`src/pcm_params.svh`:
```
`ifndef PCM_PARAMS_SVH
`define PCM_PARAMS_SVH
// register byte addresses
`define PCM_ADDR_POW_KEY1 32'hFFFF0404
`define PCM_ADDR_POW_CTL0 32'hFFFF0408
`define PCM_ADDR_POW_KEY2 32'hFFFF040C
`define PCM_ADDR_PLL_KEY1 32'hFFFF0410
`define PCM_ADDR_PLL_CTL 32'hFFFF0414
`define PCM_ADDR_PLL_KEY2 32'hFFFF0418
`define PCM_ADDR_POW_KEY3 32'hFFFF0434
`define PCM_ADDR_POW_CTL1 32'hFFFF0438
`define PCM_ADDR_POW_KEY4 32'hFFFF043C
`define PCM_ADDR_IRQ_STAT 32'hFFFF0480
`define PCM_ADDR_IRQ_MASK 32'hFFFF0484
`define PCM_ADDR_RST_CAUSE 32'hFFFF0488
`define PCM_ADDR_STATUS 32'hFFFF048C
// key values
`define PCM_KEY_PLL_FIRST 16'h00AA
`define PCM_KEY_PLL_SECOND 16'h0055
`define PCM_KEY_POW0_FIRST 16'h0001
`define PCM_KEY_POW0_SECOND 16'h00F4
`define PCM_KEY_POW1_FIRST 16'h0076
`define PCM_KEY_POW1_SECOND 16'h00B1
// reset values and writable bits
`define PCM_RST_PLL_CTL 16'h0021
`define PCM_RST_POW_CTL0 16'h0003
`define PCM_RST_POW_CTL1 16'h0004
`define PCM_MASK_PLL_CTL 16'h0023
`define PCM_MASK_POW_CTL0 16'h0077
`define PCM_MASK_POW_CTL1 16'h01FF
// field positions
`define PCM_DIV_LSB 0
`define PCM_DIV_MSB 2
`define PCM_MODE_LSB 4
`define PCM_MODE_MSB 6
`define PCM_REFSEL_BIT 5
`define PCM_CLKMODE_LSB 0
`define PCM_CLKMODE_MSB 1
`define PCM_POW1_MSB 8
`define PCM_CLKMODE_EXT 2'h3
// interrupt and status bits
`define PCM_IRQ_UNLOCK 0
`define PCM_IRQ_WAKE 1
`define PCM_ST_LOCK 0
`define PCM_ST_CORE_RUN 1
`define PCM_ST_LOW_POWER 2
// pll multiplier
`define PCM_PLL_MULT 11'h4FB
// timing, in ns, and conversion to cycles rounding up
`define PCM_CLK_PERIOD_NS 10
`define PCM_PAUSE_WAKE_NS 230
`define PCM_NAP_WAKE_NS 283
`define PCM_SLOW_WAKE_NS 3000
`define PCM_SLEEP_WAKE_NS 1230000
`define PCM_STOP_WAKE_NS 1450000
`define PCM_NS_TO_CYC(ns) (((ns) + `PCM_CLK_PERIOD_NS - 1) / `PCM_CLK_PERIOD_NS)
`endif

```
`src/pcm_pkg.sv`:
```
package pcm_pkg;
  // operating modes as held in the mode field
  typedef enum logic [2:0] {
    MODE_ACTIVE = 3'h0,
    MODE_PAUSE = 3'h1,
    MODE_NAP = 3'h2,
    MODE_SLEEP = 3'h3,
    MODE_STOP = 3'h4
  } pcm_mode_t;
  // power sequencer states, gray along active-low-wake
  typedef enum logic [1:0] {
    ST_ACTIVE = 2'h0,
    ST_LOW = 2'h1,
    ST_WAKE = 2'h3
  } pcm_fsm_t;
  // key sequence progress
  typedef enum logic [1:0] {
    KS_IDLE = 2'h0,
    KS_KEYED = 2'h1,
    KS_LOADED = 2'h3
  } pcm_key_t;
endpackage : pcm_pkg

```
`src/pcm_core_clock_gen.sv`:
```
`timescale 1ns/1ps
`default_nettype none
module pcm_core_clock_gen #(
  parameter int CNT_W = 8
) (
  // clock and reset
  input wire logic clk,
  input wire logic rst_n,
  // control
  input wire logic [2:0] core_clock_divider,
  input wire logic use_ext,
  input wire logic run,
  // external clock pin
  input wire logic external_clock_input,
  // core clock enable
  output logic core_clock_tick
);
  localparam logic [CNT_W-1:0] ONE = CNT_W'(1);
  // previous pin level for edge detection
  logic ext_q;
  // divider count
  logic [CNT_W-1:0] cnt;
  // terminal count, two to the power of the divider, minus one
  logic [CNT_W-1:0] limit;

  assign limit = (ONE << core_clock_divider) - ONE;

  // pin history
  always_ff @(posedge clk or negedge rst_n)
  begin
    if (!rst_n)
      ext_q <= 1'b0;
    else
      ext_q <= external_clock_input;
  end

  // divider and tick
  always_ff @(posedge clk or negedge rst_n)
  begin
    if (!rst_n)
    begin
      cnt <= '0;
      core_clock_tick <= 1'b0;
    end
    else if (!run)
    begin
      // halted core sees no ticks
      cnt <= '0;
      core_clock_tick <= 1'b0;
    end
    else if (use_ext)
    begin
      // one tick per rising pin edge
      cnt <= '0;
      core_clock_tick <= external_clock_input && !ext_q;
    end
    else if (cnt >= limit)
    begin
      // tick once every 2^divider cycles
      cnt <= '0;
      core_clock_tick <= 1'b1;
    end
    else
    begin
      cnt <= cnt + ONE;
      core_clock_tick <= 1'b0;
    end
  end
endmodule : pcm_core_clock_gen
`default_nettype wire

```
`src/pcm_top.sv`:
```
// Contract
// - pll locks at 1275 times reference
// - core clock is pll clock over 2^divider
// - divider resets to three
// - core clock may come from external pin
// - source select in pll control, internal default
// - lock loss halts core, interrupt after relock
// - record whether watchdog caused last reset
// - pause stops core only
// - nap stops core and peripherals
// - sleep drops pll, stop keeps only irqs
// - three control registers split the settings
// - protected registers change only by key sequence; hardware also clears the power zero mode field on wake
// - pll: 0xAA, value, 0x55 in order
// - power zero: 0x01, value, 0xF4 in order
// - mode codes; sleep/stop woken by irq0-3
//
// Decided for this implementation: strobed register access.
`include "pcm_params.svh"
`timescale 1ns/1ps
`default_nettype none
module pcm_top #(
  parameter int WAKE_CNT_W = 18,
  parameter int SLEEP_WAKE_CYCLES = `PCM_NS_TO_CYC(`PCM_SLEEP_WAKE_NS),
  parameter int STOP_WAKE_CYCLES = `PCM_NS_TO_CYC(`PCM_STOP_WAKE_NS)
) (
  // clock and reset
  input wire logic clk,
  input wire logic rst_n,
  // register port
  input wire logic [31:0] reg_addr,
  input wire logic [15:0] reg_wdata,
  input wire logic reg_wr,
  input wire logic reg_rd,
  output logic [15:0] reg_rdata,
  // pll side
  input wire logic pll_locked,
  output logic pll_power_en,
  output logic pll_ref_internal,
  output logic [10:0] pll_mult_ratio,
  // clock domains
  input wire logic external_clock_input,
  output logic core_clock_tick,
  output logic core_clk_run,
  output logic periph_clk_run,
  output logic xtal_timer_en,
  output logic [2:0] core_clock_divider,
  output logic [8:0] serial_clock_config,
  // wake and reset cause
  input wire logic [3:0] ext_wake_irq,
  input wire logic periph_irq,
  input wire logic wdt_reset_cause,
  // interrupt
  output logic irq
);
  localparam logic [WAKE_CNT_W-1:0] CYC_PAUSE_FAST = WAKE_CNT_W'(`PCM_NS_TO_CYC(`PCM_PAUSE_WAKE_NS));
  localparam logic [WAKE_CNT_W-1:0] CYC_NAP_FAST = WAKE_CNT_W'(`PCM_NS_TO_CYC(`PCM_NAP_WAKE_NS));
  localparam logic [WAKE_CNT_W-1:0] CYC_SLOW = WAKE_CNT_W'(`PCM_NS_TO_CYC(`PCM_SLOW_WAKE_NS));
  localparam logic [WAKE_CNT_W-1:0] CYC_SLEEP = WAKE_CNT_W'(SLEEP_WAKE_CYCLES);
  localparam logic [WAKE_CNT_W-1:0] CYC_STOP = WAKE_CNT_W'(STOP_WAKE_CYCLES);
  localparam logic [WAKE_CNT_W-1:0] CNT_ONE = WAKE_CNT_W'(1);

  // protected control registers
  logic [15:0] pll_control_reg;
  logic [15:0] core_power_control_reg;
  logic [15:0] serial_clock_control_reg;
  // values held between the value write and the second key
  logic [15:0] pll_pending;
  logic [15:0] pow0_pending;
  logic [15:0] pow1_pending;
  // key sequence states
  pcm_pkg::pcm_key_t pll_ks;
  pcm_pkg::pcm_key_t pow0_ks;
  pcm_pkg::pcm_key_t pow1_ks;
  // commit strobes
  logic pll_commit;
  logic pow0_commit;
  logic pow1_commit;
  // sticky events, mask, reset cause
  logic [1:0] irq_status;
  logic [1:0] irq_mask;
  logic [1:0] irq_set;
  logic reset_cause_status;
  logic cause_taken;
  // sequencer
  pcm_pkg::pcm_fsm_t fsm;
  pcm_pkg::pcm_fsm_t next_fsm;
  pcm_pkg::pcm_mode_t low_mode;
  pcm_pkg::pcm_mode_t req_mode;
  logic [WAKE_CNT_W-1:0] wake_cnt;
  logic [WAKE_CNT_W-1:0] wake_load;
  logic wake_event;
  logic wake_done;
  logic use_ext;
  logic pll_locked_q;
  logic unlock_event;

  // step a key sequence on one bus write
  function automatic pcm_pkg::pcm_key_t key_step(
    input pcm_pkg::pcm_key_t st,
    input logic [31:0] addr,
    input logic [15:0] data,
    input logic [31:0] a_key1,
    input logic [15:0] v_key1,
    input logic [31:0] a_reg
  );
    logic key1_hit;
    key1_hit = (addr == a_key1) && (data == v_key1);
    key_step = pcm_pkg::KS_IDLE;
    unique case (st)
      // only the right first key arms
      pcm_pkg::KS_IDLE: key_step = key1_hit ? pcm_pkg::KS_KEYED : pcm_pkg::KS_IDLE;
      // the value must follow at once
      pcm_pkg::KS_KEYED:
      begin
        if (addr == a_reg)
          key_step = pcm_pkg::KS_LOADED;
        else if (key1_hit)
          key_step = pcm_pkg::KS_KEYED;
      end
      // second key, right or wrong, ends the sequence
      pcm_pkg::KS_LOADED: key_step = key1_hit ? pcm_pkg::KS_KEYED : pcm_pkg::KS_IDLE;
      default: key_step = pcm_pkg::KS_IDLE;
    endcase
  endfunction : key_step

  // second key matches while a value is held
  function automatic logic key_done(
    input pcm_pkg::pcm_key_t st,
    input logic [31:0] addr,
    input logic [15:0] data,
    input logic [31:0] a_key2,
    input logic [15:0] v_key2
  );
    key_done = (st == pcm_pkg::KS_LOADED) && (addr == a_key2) && (data == v_key2);
  endfunction : key_done

  // commit decode
  assign pll_commit = reg_wr && key_done(pll_ks, reg_addr, reg_wdata, `PCM_ADDR_PLL_KEY2, `PCM_KEY_PLL_SECOND);
  assign pow0_commit = reg_wr && key_done(pow0_ks, reg_addr, reg_wdata, `PCM_ADDR_POW_KEY2, `PCM_KEY_POW0_SECOND);
  assign pow1_commit = reg_wr && key_done(pow1_ks, reg_addr, reg_wdata, `PCM_ADDR_POW_KEY4, `PCM_KEY_POW1_SECOND);

  // key sequence states move on writes only; reads leave them alone
  always_ff @(posedge clk or negedge rst_n)
  begin
    if (!rst_n)
    begin
      pll_ks <= pcm_pkg::KS_IDLE;
      pow0_ks <= pcm_pkg::KS_IDLE;
      pow1_ks <= pcm_pkg::KS_IDLE;
    end
    else if (reg_wr)
    begin
      pll_ks <= key_step(pll_ks, reg_addr, reg_wdata, `PCM_ADDR_PLL_KEY1, `PCM_KEY_PLL_FIRST,
                         `PCM_ADDR_PLL_CTL);
      pow0_ks <= key_step(pow0_ks, reg_addr, reg_wdata, `PCM_ADDR_POW_KEY1, `PCM_KEY_POW0_FIRST,
                          `PCM_ADDR_POW_CTL0);
      pow1_ks <= key_step(pow1_ks, reg_addr, reg_wdata, `PCM_ADDR_POW_KEY3, `PCM_KEY_POW1_FIRST,
                          `PCM_ADDR_POW_CTL1);
    end
  end

  // held values, captured only right after a good first key
  always_ff @(posedge clk or negedge rst_n)
  begin
    if (!rst_n)
    begin
      pll_pending <= 16'h0000;
      pow0_pending <= 16'h0000;
      pow1_pending <= 16'h0000;
    end
    else if (reg_wr)
    begin
      if (pll_ks == pcm_pkg::KS_KEYED && reg_addr == `PCM_ADDR_PLL_CTL)
        pll_pending <= reg_wdata & `PCM_MASK_PLL_CTL;
      if (pow0_ks == pcm_pkg::KS_KEYED && reg_addr == `PCM_ADDR_POW_CTL0)
        pow0_pending <= reg_wdata & `PCM_MASK_POW_CTL0;
      if (pow1_ks == pcm_pkg::KS_KEYED && reg_addr == `PCM_ADDR_POW_CTL1)
        pow1_pending <= reg_wdata & `PCM_MASK_POW_CTL1;
    end
  end

  // clocking mode register, internal oscillator and pll by default
  always_ff @(posedge clk or negedge rst_n)
  begin
    if (!rst_n)
      pll_control_reg <= `PCM_RST_PLL_CTL;
    else if (pll_commit)
      pll_control_reg <= pll_pending;
  end

  // divider and mode register; hardware clears the mode on wake
  always_ff @(posedge clk or negedge rst_n)
  begin
    if (!rst_n)
      core_power_control_reg <= `PCM_RST_POW_CTL0;
    else if (pow0_commit)
      core_power_control_reg <= pow0_pending;
    else if (wake_done)
      core_power_control_reg[`PCM_MODE_MSB:`PCM_MODE_LSB] <= pcm_pkg::MODE_ACTIVE;
  end

  // serial peripheral clock register
  always_ff @(posedge clk or negedge rst_n)
  begin
    if (!rst_n)
      serial_clock_control_reg <= `PCM_RST_POW_CTL1;
    else if (pow1_commit)
      serial_clock_control_reg <= pow1_pending;
  end

  // field outputs
  assign core_clock_divider = core_power_control_reg[`PCM_DIV_MSB:`PCM_DIV_LSB];
  assign serial_clock_config = serial_clock_control_reg[`PCM_POW1_MSB:0];
  assign pll_ref_internal = pll_control_reg[`PCM_REFSEL_BIT];
  assign use_ext = pll_control_reg[`PCM_CLKMODE_MSB:`PCM_CLKMODE_LSB] == `PCM_CLKMODE_EXT;
  assign pll_mult_ratio = `PCM_PLL_MULT;
  assign req_mode = pcm_pkg::pcm_mode_t'(core_power_control_reg[`PCM_MODE_MSB:`PCM_MODE_LSB]);

  // wake sources: irq0-3 always, other interrupts only in pause and nap
  assign wake_event = (|ext_wake_irq) ||
                      (periph_irq && (low_mode == pcm_pkg::MODE_PAUSE || low_mode == pcm_pkg::MODE_NAP));
  assign wake_done = (fsm == pcm_pkg::ST_WAKE) && (wake_cnt == '0) && (use_ext || pll_locked);

  // restore time per mode, fast figure only at divider zero
  always_comb
  begin
    wake_load = CYC_SLOW;
    unique case (low_mode)
      pcm_pkg::MODE_PAUSE: wake_load = (core_clock_divider == 3'h0) ? CYC_PAUSE_FAST : CYC_SLOW;
      pcm_pkg::MODE_NAP: wake_load = (core_clock_divider == 3'h0) ? CYC_NAP_FAST : CYC_SLOW;
      pcm_pkg::MODE_SLEEP: wake_load = CYC_SLEEP;
      pcm_pkg::MODE_STOP: wake_load = CYC_STOP;
      default: wake_load = CYC_SLOW;
    endcase
  end

  // next sequencer state; reserved mode codes keep the part active
  always_comb
  begin
    next_fsm = fsm;
    unique case (fsm)
      pcm_pkg::ST_ACTIVE:
        if (req_mode inside {pcm_pkg::MODE_PAUSE, pcm_pkg::MODE_NAP, pcm_pkg::MODE_SLEEP, pcm_pkg::MODE_STOP})
          next_fsm = pcm_pkg::ST_LOW;
      pcm_pkg::ST_LOW:
        if (wake_event)
          next_fsm = pcm_pkg::ST_WAKE;
      pcm_pkg::ST_WAKE:
        if (wake_done)
          next_fsm = pcm_pkg::ST_ACTIVE;
      default: next_fsm = pcm_pkg::ST_ACTIVE;
    endcase
  end

  // sequencer state, captured mode and wake counter
  always_ff @(posedge clk or negedge rst_n)
  begin
    if (!rst_n)
    begin
      fsm <= pcm_pkg::ST_ACTIVE;
      low_mode <= pcm_pkg::MODE_ACTIVE;
      wake_cnt <= '0;
    end
    else
    begin
      fsm <= next_fsm;
      if (fsm == pcm_pkg::ST_ACTIVE && next_fsm == pcm_pkg::ST_LOW)
        low_mode <= req_mode;
      else if (wake_done)
        low_mode <= pcm_pkg::MODE_ACTIVE;
      if (fsm == pcm_pkg::ST_LOW && wake_event)
        wake_cnt <= wake_load;
      else if (fsm == pcm_pkg::ST_WAKE && wake_cnt != '0)
        wake_cnt <= wake_cnt - CNT_ONE;
    end
  end

  // domain gates; during wake all domains are back, core waits
  assign periph_clk_run = !(fsm == pcm_pkg::ST_LOW && low_mode >= pcm_pkg::MODE_NAP);
  assign pll_power_en = !(fsm == pcm_pkg::ST_LOW && low_mode >= pcm_pkg::MODE_SLEEP);
  assign xtal_timer_en = !(fsm == pcm_pkg::ST_LOW && low_mode == pcm_pkg::MODE_STOP);
  // lock loss halts the core at once when the pll feeds it
  assign core_clk_run = (fsm == pcm_pkg::ST_ACTIVE) && (use_ext || pll_locked);

  // core clock divider and external source
  pcm_core_clock_gen #(
    .CNT_W(8)
  ) u_clock_gen (
    .clk(clk),
    .rst_n(rst_n),
    .core_clock_divider(core_clock_divider),
    .use_ext(use_ext),
    .run(core_clk_run),
    .external_clock_input(external_clock_input),
    .core_clock_tick(core_clock_tick)
  );

  // lock history for the unlock event
  always_ff @(posedge clk or negedge rst_n)
  begin
    if (!rst_n)
      pll_locked_q <= 1'b0;
    else
      pll_locked_q <= pll_locked;
  end

  assign unlock_event = pll_locked_q && !pll_locked && pll_power_en && !use_ext;
  assign irq_set = {wake_done, unlock_event};

  // sticky events, write one to clear, a new event wins
  always_ff @(posedge clk or negedge rst_n)
  begin
    if (!rst_n)
      irq_status <= 2'h0;
    else if (reg_wr && reg_addr == `PCM_ADDR_IRQ_STAT)
      irq_status <= (irq_status & ~reg_wdata[1:0]) | irq_set;
    else
      irq_status <= irq_status | irq_set;
  end

  // interrupt mask
  always_ff @(posedge clk or negedge rst_n)
  begin
    if (!rst_n)
      irq_mask <= 2'h0;
    else if (reg_wr && reg_addr == `PCM_ADDR_IRQ_MASK)
      irq_mask <= reg_wdata[1:0];
  end

  // unlock interrupt is only presented once lock is back
  assign irq = |(irq_status & irq_mask & {1'b1, pll_locked});

  // watchdog reset cause, caught on the first edge after release
  always_ff @(posedge clk or negedge rst_n)
  begin
    if (!rst_n)
    begin
      cause_taken <= 1'b0;
      reset_cause_status <= 1'b0;
    end
    else if (!cause_taken)
    begin
      cause_taken <= 1'b1;
      reset_cause_status <= wdt_reset_cause;
    end
    else if (reg_wr && reg_addr == `PCM_ADDR_RST_CAUSE && reg_wdata[0])
      reset_cause_status <= 1'b0;
  end

  // read data, one cycle after the strobe; keys and holes read zero
  always_ff @(posedge clk or negedge rst_n)
  begin
    if (!rst_n)
      reg_rdata <= 16'h0000;
    else if (reg_rd)
    begin
      unique case (reg_addr)
        `PCM_ADDR_PLL_CTL: reg_rdata <= pll_control_reg;
        `PCM_ADDR_POW_CTL0: reg_rdata <= core_power_control_reg;
        `PCM_ADDR_POW_CTL1: reg_rdata <= serial_clock_control_reg;
        `PCM_ADDR_IRQ_STAT: reg_rdata <= {14'h0000, irq_status};
        `PCM_ADDR_IRQ_MASK: reg_rdata <= {14'h0000, irq_mask};
        `PCM_ADDR_RST_CAUSE: reg_rdata <= {15'h0000, reset_cause_status};
        `PCM_ADDR_STATUS: reg_rdata <= {13'h0000, fsm != pcm_pkg::ST_ACTIVE, core_clk_run, pll_locked};
        default: reg_rdata <= 16'h0000;
      endcase
    end
    else
      reg_rdata <= 16'h0000;
  end
endmodule : pcm_top
`default_nettype wire

```
`config.mk`:
```
export PLATFORM = sky130hd
export DESIGN_NAME = pcm_top
export DESIGN_NICKNAME = d
export VERILOG_FILES = /design/src/pcm_pkg.sv /design/src/pcm_core_clock_gen.sv /design/src/pcm_top.sv
export VERILOG_INCLUDE_DIRS = /design/src
export SDC_FILE = /design/constraint.sdc
export NUM_CORES = 1
export LEC_CHECK = 0
export BUFFER_PORTS_ARGS = -buffer_cell sky130_fd_sc_hd__buf_2
export CAP_MARGIN = 20
export CORE_UTILIZATION = 50
export DETAILED_ROUTE_END_ITERATION = 12
export GPL_TIMING_DRIVEN = 0
export PLACE_DENSITY = 0.84
export RECOVER_POWER = 100
export SYNTH_ARGS = -nofsm -noshare
export SYNTH_HDL_FRONTEND = slang
export SYNTH_SLANG_ARGS = --single-unit
```
`constraint.sdc`:
```
create_clock -name clk -period 2.1 [get_ports clk]
set_input_delay 0.105 -clock clk [delete_from_list [all_inputs] [get_ports clk]]
set_output_delay 0.105 -clock clk [all_outputs]
set_load 0.02 [all_outputs]
```
Yosys cells after proc, flatten, opt, wreduce, memory -nomap -nowiden

Cells that the tools add are included.

Register bits: 98
Input bits: 60
Logic and storage cells: 167

Add/sub/neg operators: 3
Order comparisons: 3
Equal/unequal tests: 38
Shift-type cells: 1
Muxes and demuxes: 32
Bitwise logic cells: 6
Reduce and logical (&&, ||, !) cells: 62

Operators with widths:

| kind                    | number |
|---|---|
| $eq A32 B32 Y1 const B  | 13 |
| $pmux W18 S4            | 1 |
| $pmux W9 S7             | 1 |
| $eq A16 B8 Y1 const B   | 3 |
| $mux W18                | 2 |
| $logic_and A1 B1 Y1     | 33 |
| $eq A16 B7 Y1 const B   | 2 |
| $mux W8                 | 3 |
| $logic_not A18 Y1       | 1 |
| $mux W9                 | 2 |
| $reduce_bool A18 Y1     | 1 |
| $sub A18 B1 Y18 const B | 1 |
| $eq A16 B1 Y1 const B   | 1 |
| $mux W16                | 1 |
| $mux W2                 | 7 |
| $eq A3 B2 Y1 const B    | 4 |
| $pmux W2 S2             | 3 |
| $eq A2 B1 Y1 const B    | 5 |
| $eq A2 B2 Y1 const B    | 5 |
| $mux W3                 | 3 |
| $add A8 B1 Y8 const B   | 1 |
| $ge A8 B8 Y1            | 1 |
| $logic_not A2 Y1        | 4 |
| $mux W1                 | 8 |
| other kinds (18)        | 39 |

Longest topological paths before layout

Gate-level depths: netlist of run 1.

Depth in word-level cells: 9
Depth in mapped cells: 8

Cells and area by module

From an unflattened synthesis of run 1, not the netlist that was laid out.

Cell total of the unflattened synthesis: 487
Area total of the unflattened synthesis: 5,097.4 µm²

Modules (own cells, without submodules):

| module             | instances | cells an instance | area an instance (µm²) | sequential area each (µm²) |
|---|---|---|---|---|
| pcm_top            | 1         | 423               | 4,450.5                | 2,033.2 |
| pcm_core_clock_gen | 1         | 64                | 646.9                  | 250.2 |

Worst setup path after synthesis of run 1

OpenSTA, ideal clock, no wires.

Kind: flip-flop to flip-flop
From: reg core_power_control_reg[2]
To: reg u_clock_gen.core_clock_tick
Setup time: 0.120 ns
Arrival time: 2.002 ns
Data required time: 1.980 ns
Path slack: -0.022 ns
Cell stages (with the launch flop): 9
Path buffers: 1
Period minus slack after synthesis: 2.122 ns
Path through: dfrtp_1 -> clkbuf_1 -> or3_1 -> ha_1 -> nand2b_1 -> a21o_1 -> a21oi_1 -> o21ai_1 -> a31o_2

Cells in the longest elaborated chain, start to end: 6

Ends and longest elaborated chain:

| item                              | line                     | text |
|---|---|---|
| from (decl)                       | pcm_top.sv:65            | `logic [15:0] core_power_control_reg;` |
| from (signal assigned)            | pcm_top.sv:196           | `` core_power_control_reg <= `PCM_RST_POW_CTL0; `` |
| from (signal assigned)            | pcm_top.sv:198           | `core_power_control_reg <= pow0_pending;` |
| from (signal, indexed assignment) | pcm_top.sv:200           | `` core_power_control_reg[`PCM_MODE_MSB:`PCM_MODE_LSB] <= pcm_pkg::MODE_ACTIVE; `` |
| $shl A1 B3 Y8                     | pcm_core_clock_gen.sv:26 | `assign limit = (ONE << core_clock_divider) - ONE;` |
| $sub A8 B1 Y8                     | pcm_core_clock_gen.sv:26 |  |
| $ge A8 B8 Y1                      | pcm_core_clock_gen.sv:57 | `else if (cnt >= limit)` |
| $mux W1                           | pcm_core_clock_gen.sv:57 |  |
| $mux W1                           | pcm_core_clock_gen.sv:51 | `else if (use_ext)` |
| $mux W1                           | pcm_core_clock_gen.sv:45 | `else if (!run)` |
| to (signal assigned)              | pcm_core_clock_gen.sv:55 | `core_clock_tick <= external_clock_input && !ext_q;` |
| to (decl)                         | pcm_core_clock_gen.sv:16 | `output logic core_clock_tick` |

Every way passes these cells.
A chain may end at the register's enable or synchronous reset.

Worst setup path in the final report of run 1

From: reg wake_cnt[13]
To: reg wake_cnt[6]

Cells in the longest elaborated chain, start to end: 3

Ends and longest elaborated chain:

| item                                | line           | text |
|---|---|---|
| from (decl)                         | pcm_top.sv:90  | `logic [WAKE_CNT_W-1:0] wake_cnt;` |
| from (signal assigned)              | pcm_top.sv:273 | `wake_cnt <= wake_load;` |
| from (signal assigned)              | pcm_top.sv:275 | `wake_cnt <= wake_cnt - CNT_ONE;` |
| $reduce_bool A18 Y1                 | pcm_top.sv:274 | `else if (fsm == pcm_pkg::ST_WAKE && wake_cnt != '0)` |
| $logic_and A1 B1 Y1                 | pcm_top.sv:274 |  |
| $reduce_bool A2 Y1 (no source line) | n/a            |  |

Every way passes these cells.

==> results.cfg, run 1 <==
[die]
fp-row-count = 36
ios = 106
dieArea_um2 = 10700
start_util = 0.521
core_um2 = 9910
die_h_um = 104
die_w_um = 104

[global_routing]
overflow = 0
met2_usage = 0.443
use_met3 = 0.0535
grt_pass1_vias = 4558
grtUsageTotal = 0.259
grt_pass1_wl_um = 22300
top_usage_layer = met2
grt_max_degree = 57
gr-usage-met1 = 0.321
antenna_found_initial = 0

[finish]
diodes = 0
final_common_cell = dfrtp_1
utilization = 0.644
drive_gt1_frac = 0.317
fin_nets = 715
largest_reg_flops = 18
top_register = wake_cnt
syn_to_final_growth_pct = 23.5
final_cell_mix = 85 x dfrtp_1, 58 x buf_2, 34 x clkbuf_1, 34 x mux2_2, 34 x buf_4

[sta]
worst_pin_slew_ns = 1.07
hold_viol_final = 0
slew_headroom = 0.279
clock.fmax_mhz = 463
worst_slack_ns = -0.0606
rsz0062_at_grt = true
setup-tns-final_ns = -0.189
skew_ns = 0.0154
finalCritPeriodShare = 1.03
slew_viol_final = 0
fin_crit_ns = 2.16
setup_violations = 6

[detailed_routing]
avgViaCountPerCell = 6.05
post-route-drc-count = 0
wl_um = 14000
antenna_left = 0
dr.pass1.iters = 5
dr_total_vias = 4673
drt_iter0_markers = 354
routedWlPerCell_um = 18.1

[critical_path]
critPathCaptureType = flop
crit_type = flop to flop
start_kind = flop
cp.required_ns = 2.35
reg2reg_depth = 7
slowest_stage = or4_4
worstPathArrival_ns = 2.41
crit_top_cell = buf_6
max_stage_delay_ns = 0.58
r2r_end = wake_cnt[6]
critPathMaxFanout = 6
reg2reg_slack_ns = -0.06
r2r-start = wake_cnt[13]
worstPathCellList = or4_4 > nor3_4 > buf_6 > a21o_1 > buf_6 > nor3_1 > a211o_1

[power_and_ir_drop]
power.density_nw_per_um2 = 792
max-vdd-ir-drop_mv = 0.472
leakage_uw = 0.00288
totalPowerFinal_uw = 5060

[synth]
synth_fa_ha_area_frac = 0.0484
ys_seq_elements = 91
avgSynthCellArea_um2 = 10.2
synth_simple_gate_area_frac = 0.202
yosysWarnings = 0
synth_compound_area_frac = 0.124
synth_xor_xnor_area_share = 0.0237
async_flop_share = 1.00
synth_ff_type = dfrtp_1
synth_mux_area_frac = 0.0964
synth-seq-area-share = 0.442
synth_edf_count = 0
synthDistinctLibCells = 67
synthCells = 505
synth_top_family_by_area = simple AND/OR/NAND/NOR gates
mappedNetlistArea_um2 = 5170

[clocking]
clk_pin_slew_ns = 0.10
ctsHtreeMaxLevel = 3
clock_latency_ns = 0.37
cts-root-buf = clkbuf_8
cts_tree = done
cts.sinks = 91
cts_buffers = 9
cts_buffer_depth = 2

[place]
dp_hpwl_um = 9630
place_congestion = 0.977
post-place-ws_ns = -0.388
io_buffers = 83

[hold_path]
whs_endpoint = pow1_pending[8]
hold_depth = 2
hp-class = input port to flop
hp-start = reg_wdata[8]

[run]
cap_violations = 0

[run_status]
outcome = finished, violations left
violations = negative setup slack
==> how the worst max path moves through the flow <==
stage                 start                         to  slack (ns)
2_1_floorplan   reg_addr[9]  core_power_control_reg[2]        0.01
3_3_place_gp    reg_addr[9]            pow1_pending[3]       -0.29
3_5_place_dp    reg_addr[9]            pow1_pending[7]       -0.39
4_1_cts        wake_cnt[11]                wake_cnt[6]       0.003
5_1_grt         wake_cnt[0]                wake_cnt[3]       -0.13
6_report       wake_cnt[13]                wake_cnt[6]       -0.06
==> report_power, final <==
group | internal (uW) | leakage (uW) | total, uW | switching, uW
Clock | 584 | 0.000106 | 1290 | 707
Sequential | 1940 | 0.00118 | 2170 | 234
Combinational | 675 | 0.00159 | 1590 | 920
==> layer usage <==
metal	share of wire	vias up
met5	0	-
met3	0.069	34
li1	-	2090
met4	0.022	0
met1	0.40	2306
met2	0.51	243
==> final cells by class <==
cell class                      count  area, um^2
Timing Repair Buffer              103         543
Clock inverter                      7        88.8
Inverter                           19        71.3
Fill cell                         798        3530
Buffer                             38         258
Clock buffer                        9         124
Sequential cell                    91        2280
Tap cell                          133         166
Multi-Input combinational cell    373        2850
==> stage by stage <==
| stage | std cells | cell area (um^2) | hold WS [ns] |
|---|---|---|---|
| finish | 773 | 6380 | 0.0131 |
| global route | 773 | 6380 | 0.00248 |
| CTS | 768 | 6280 | 0.00838 |
| detailed placement | 740 | 5860 | 0.117 |
| global placement | 739 | 5830 | 0.252 |
| floorplan | 523 | 5240 | -0.191 |
==> logic make-up (layout without fill, tap and decap cells) <==
kind of cell / count (synthesis) / after routing
compound gates: 93 / 94
other cells: 2 / 20
mux: 44 / 44
fa+ha+maj: 20 / 20
simple gates: 181 / 181
xor+xnor: 14 / 14
buf+inv: 60 / 176
flops: 91 / 91
==> critical path, delay by kind of cell (launching register included) <==
family	cells	cell delay, ns
AOI/OAI and AO/OA	2	0.44
and+or+nand+nor	3	0.90
buffers and inverters	2	0.31
DFF	1	0.40
==> repair_timing <==
action	CTS	global route
gates resized for setup	25	32
hold buffers	4	0
endpoints found under the hold margin	36	0
endpoints found under the setup margin	34	39
buffers inserted	9	5
gates cloned	1	1
pin swaps	5	15
==> cells in the mapped netlist (5+ instances only) <==
cell type	count	area (um^2)
dfrtp_1	86	2150
mux2_2	34	383
nand2_1	34	128
nor2_1	31	116
o21ai_0	22	110
buf_4	21	158
ha_1	20	250
inv_1	19	71.3
nand3_1	19	95.1
a21oi_1	13	65.1
clkbuf_1	13	48.8
a211oi_1	12	90.1
nor4_1	12	75.1
nand4_1	10	62.6
nor3_1	10	50.1
a22oi_1	8	60.1
xnor2_1	8	70.1
and2_1	7	43.8
mux2i_1	7	70.1
or3_1	7	43.8
a31oi_1	6	37.5
and3_1	6	37.5
xor2_1	6	52.6
buf_2	5	25.0
dfstp_2	5	131
nand4b_1	5	43.8
or2_2	5	31.3
or4_1	5	37.5
Note: power is estimated with default switching activity, not from simulation.
==> inputs of run 2 (changes only) <==
- CORE_UTILIZATION: 50 -> 52
- CTS_BUF_LIST: not set -> sky130_fd_sc_hd__clkbuf_2
- PLACE_DENSITY: 0.84 -> 0.86
==> results.cfg, run 2 (synthesis gave the netlist of run 1 again) <==
[detailed_routing]
routedWlPerCell_um = 17.4
wl_um = 14000
dr.pass1.iters = 5
avgViaCountPerCell = 5.90
post-route-drc-count = 0
antenna_left = 0
dr_total_vias = 4734
drt_iter0_markers = 268

[critical_path]
max_stage_delay_ns = 0.66
worstPathArrival_ns = 2.66
path_delay_family = compound AO/OA/AOI/OAI gates
crit_type = flop to flop
critPathMaxFanout = 5
worstPathCellList = nand2_2 > ha_4 > a2111o_1 > a31oi_4 > o21ai_4 > a31o_2
path_buf_inv = 0
slowest_stage = dfstp_2
critPathCaptureType = flop
cp.required_ns = 2.63
start_kind = flop

[sta]
worst_slack_ns = -0.0249
skew_ns = 0.0592
finalCritPeriodShare = 1.01
worst_pin_slew_ns = 1.19
fin_hold_ws_ns = 0.0182
rsz0062_at_grt = true
slew_viol_final = 0
fin_crit_ns = 2.12
hold_viol_final = 0
setup_violations = 3
slew_headroom = 0.206
clock.fmax_mhz = 471

[run_status]
violations = negative setup slack
outcome = finished, violations left

[die]
fp-row-count = 36
dieArea_um2 = 10300
die_h_um = 102
start_util = 0.534
core_um2 = 9680
die_w_um = 102
ios = 106

[global_routing]
grt_max_degree = 66
overflow = 0
antenna_found_initial = 0
grt_pass1_wl_um = 22100
grtUsageTotal = 0.275
grt_pass1_vias = 4579

[clocking]
cts_buffer_depth = 2
cts_tree = done
clk_pin_slew_ns = 0.33
cts.sinks = 91
ctsHtreeMaxLevel = 3
clock_latency_ns = 0.61
cts-root-buf = clkbuf_2
cts_buffers = 9

[power_and_ir_drop]
totalPowerFinal_uw = 4810
max-vdd-ir-drop_mv = 0.552
leakage_uw = 0.00299
power.density_nw_per_um2 = 726

[finish]
largest_reg_flops = 18
final_common_cell = dfrtp_1
multi_input_area_um2 = 2870
top_register = wake_cnt
fin_nets = 744
final_cell_mix = 83 x dfrtp_1, 63 x buf_2, 36 x buf_4, 33 x mux2_2, 32 x nand2_1
diodes = 0
regArea_um2 = 2290
drive_gt1_frac = 0.321
syn_to_final_growth_pct = 28.1
fill_cells = 729

[place]
post-place-ws_ns = -0.328
place_congestion = 0.931
io_buffers = 83
dp_hpwl_um = 9520

[run]
cap_violations = 0

[hold_path]
hp-class = input port to flop
## run 2: cell count changes in the layout (fill, tap and decap cells not counted), moves of 2 or more
cell           previous run  this run
dfrtp_1                  85        83
clkinv_8                  0         2
clkbuf_2                  4        10
buf_2                    58        63
clkbuf_8                  9         0
buf_4                    34        36
clkbuf_1                 34        31
dlygate4sd3_1             4        30
dfrtp_2                   1         3
## run 2: path summary, 6_finish.rpt
kind	start	to	slack, ns	depth (start not counted)
max reg2reg	core_power_control_reg[1]	u_clock_gen.core_clock_tick	-0.02	6
min in group asynchronous	rst_n	u_clock_gen.cnt[7]	0.75	4
max	core_power_control_reg[1]	u_clock_gen.core_clock_tick	-0.02	6
max in group asynchronous	rst_n	wake_cnt[7]	0.39	4
min reg2reg	pll_locked_q	irq_status[0]	0.54	2
min	reg_wdata[10]	pow1_ks[0]	0.02	6
## run 2: routing by layer
metal | vias up | share of wire | GRT usage | wire length (um)
li1 | 2158 | - | - | -
met5 | - | 0 | 0 | 0
met3 | 35 | 0.069 | 0.0566 | 967
met1 | 2291 | 0.39 | 0.338 | 5450
met2 | 250 | 0.52 | 0.484 | 7230
met4 | 0 | 0.023 | 0.0892 | 322
## run 2: repair_timing
action                     in CTS  in global routing
resized for setup              29                 33
hold endpoints to repair      119                  0
hold buffers                   31                  0
buffers inserted                7                  9
setup endpoints to repair      33                 31
pin swaps                       5                 14
cloned                          1                  0
## run 2: tightest hold or removal path, stage by stage
cell	delay [ns]
buf_2	0.09
nor4_2	0.05
nand3_1	0.08
nor4_1	0.05
o2111ai_1	0.16
o21ai_0	0.10
## run 2: final cells by class
cell class,count,area share
Multi-Input combinational cell,373,0.433
Sequential cell,91,0.346
Inverter,19,0.0108
Clock inverter,7,0.0127
Tap cell,133,0.0251
Timing Repair Buffer,131,0.127
Buffer,39,0.0393
Clock buffer,9,0.00681
## run 2: power breakdown
group          switching (uW)  total, uW  leakage [uW]  internal [uW]
registers                 223       2170       0.00118           1940
clock network             733        948     0.0000784            215
logic                     933       1690       0.00173            760
## run 2: per-stage QoR
| step | TNS [ns] | std cells | instance area, um^2 | util |
|---|---|---|---|---|
| 2_1_floorplan | 0 | 523 | 5240 | - |
| 3_3_place_gp | -10.84 | 739 | 5830 | 0.602 |
| 3_5_place_dp | -13.41 | 740 | 5860 | 0.605 |
| 4_1_cts | 0 | 793 | 6470 | 0.668 |
| 5_1_grt | -0.392 | 802 | 6620 | 0.683 |
| 6_report | -0.0415 | 802 | 6620 | 0.683 |
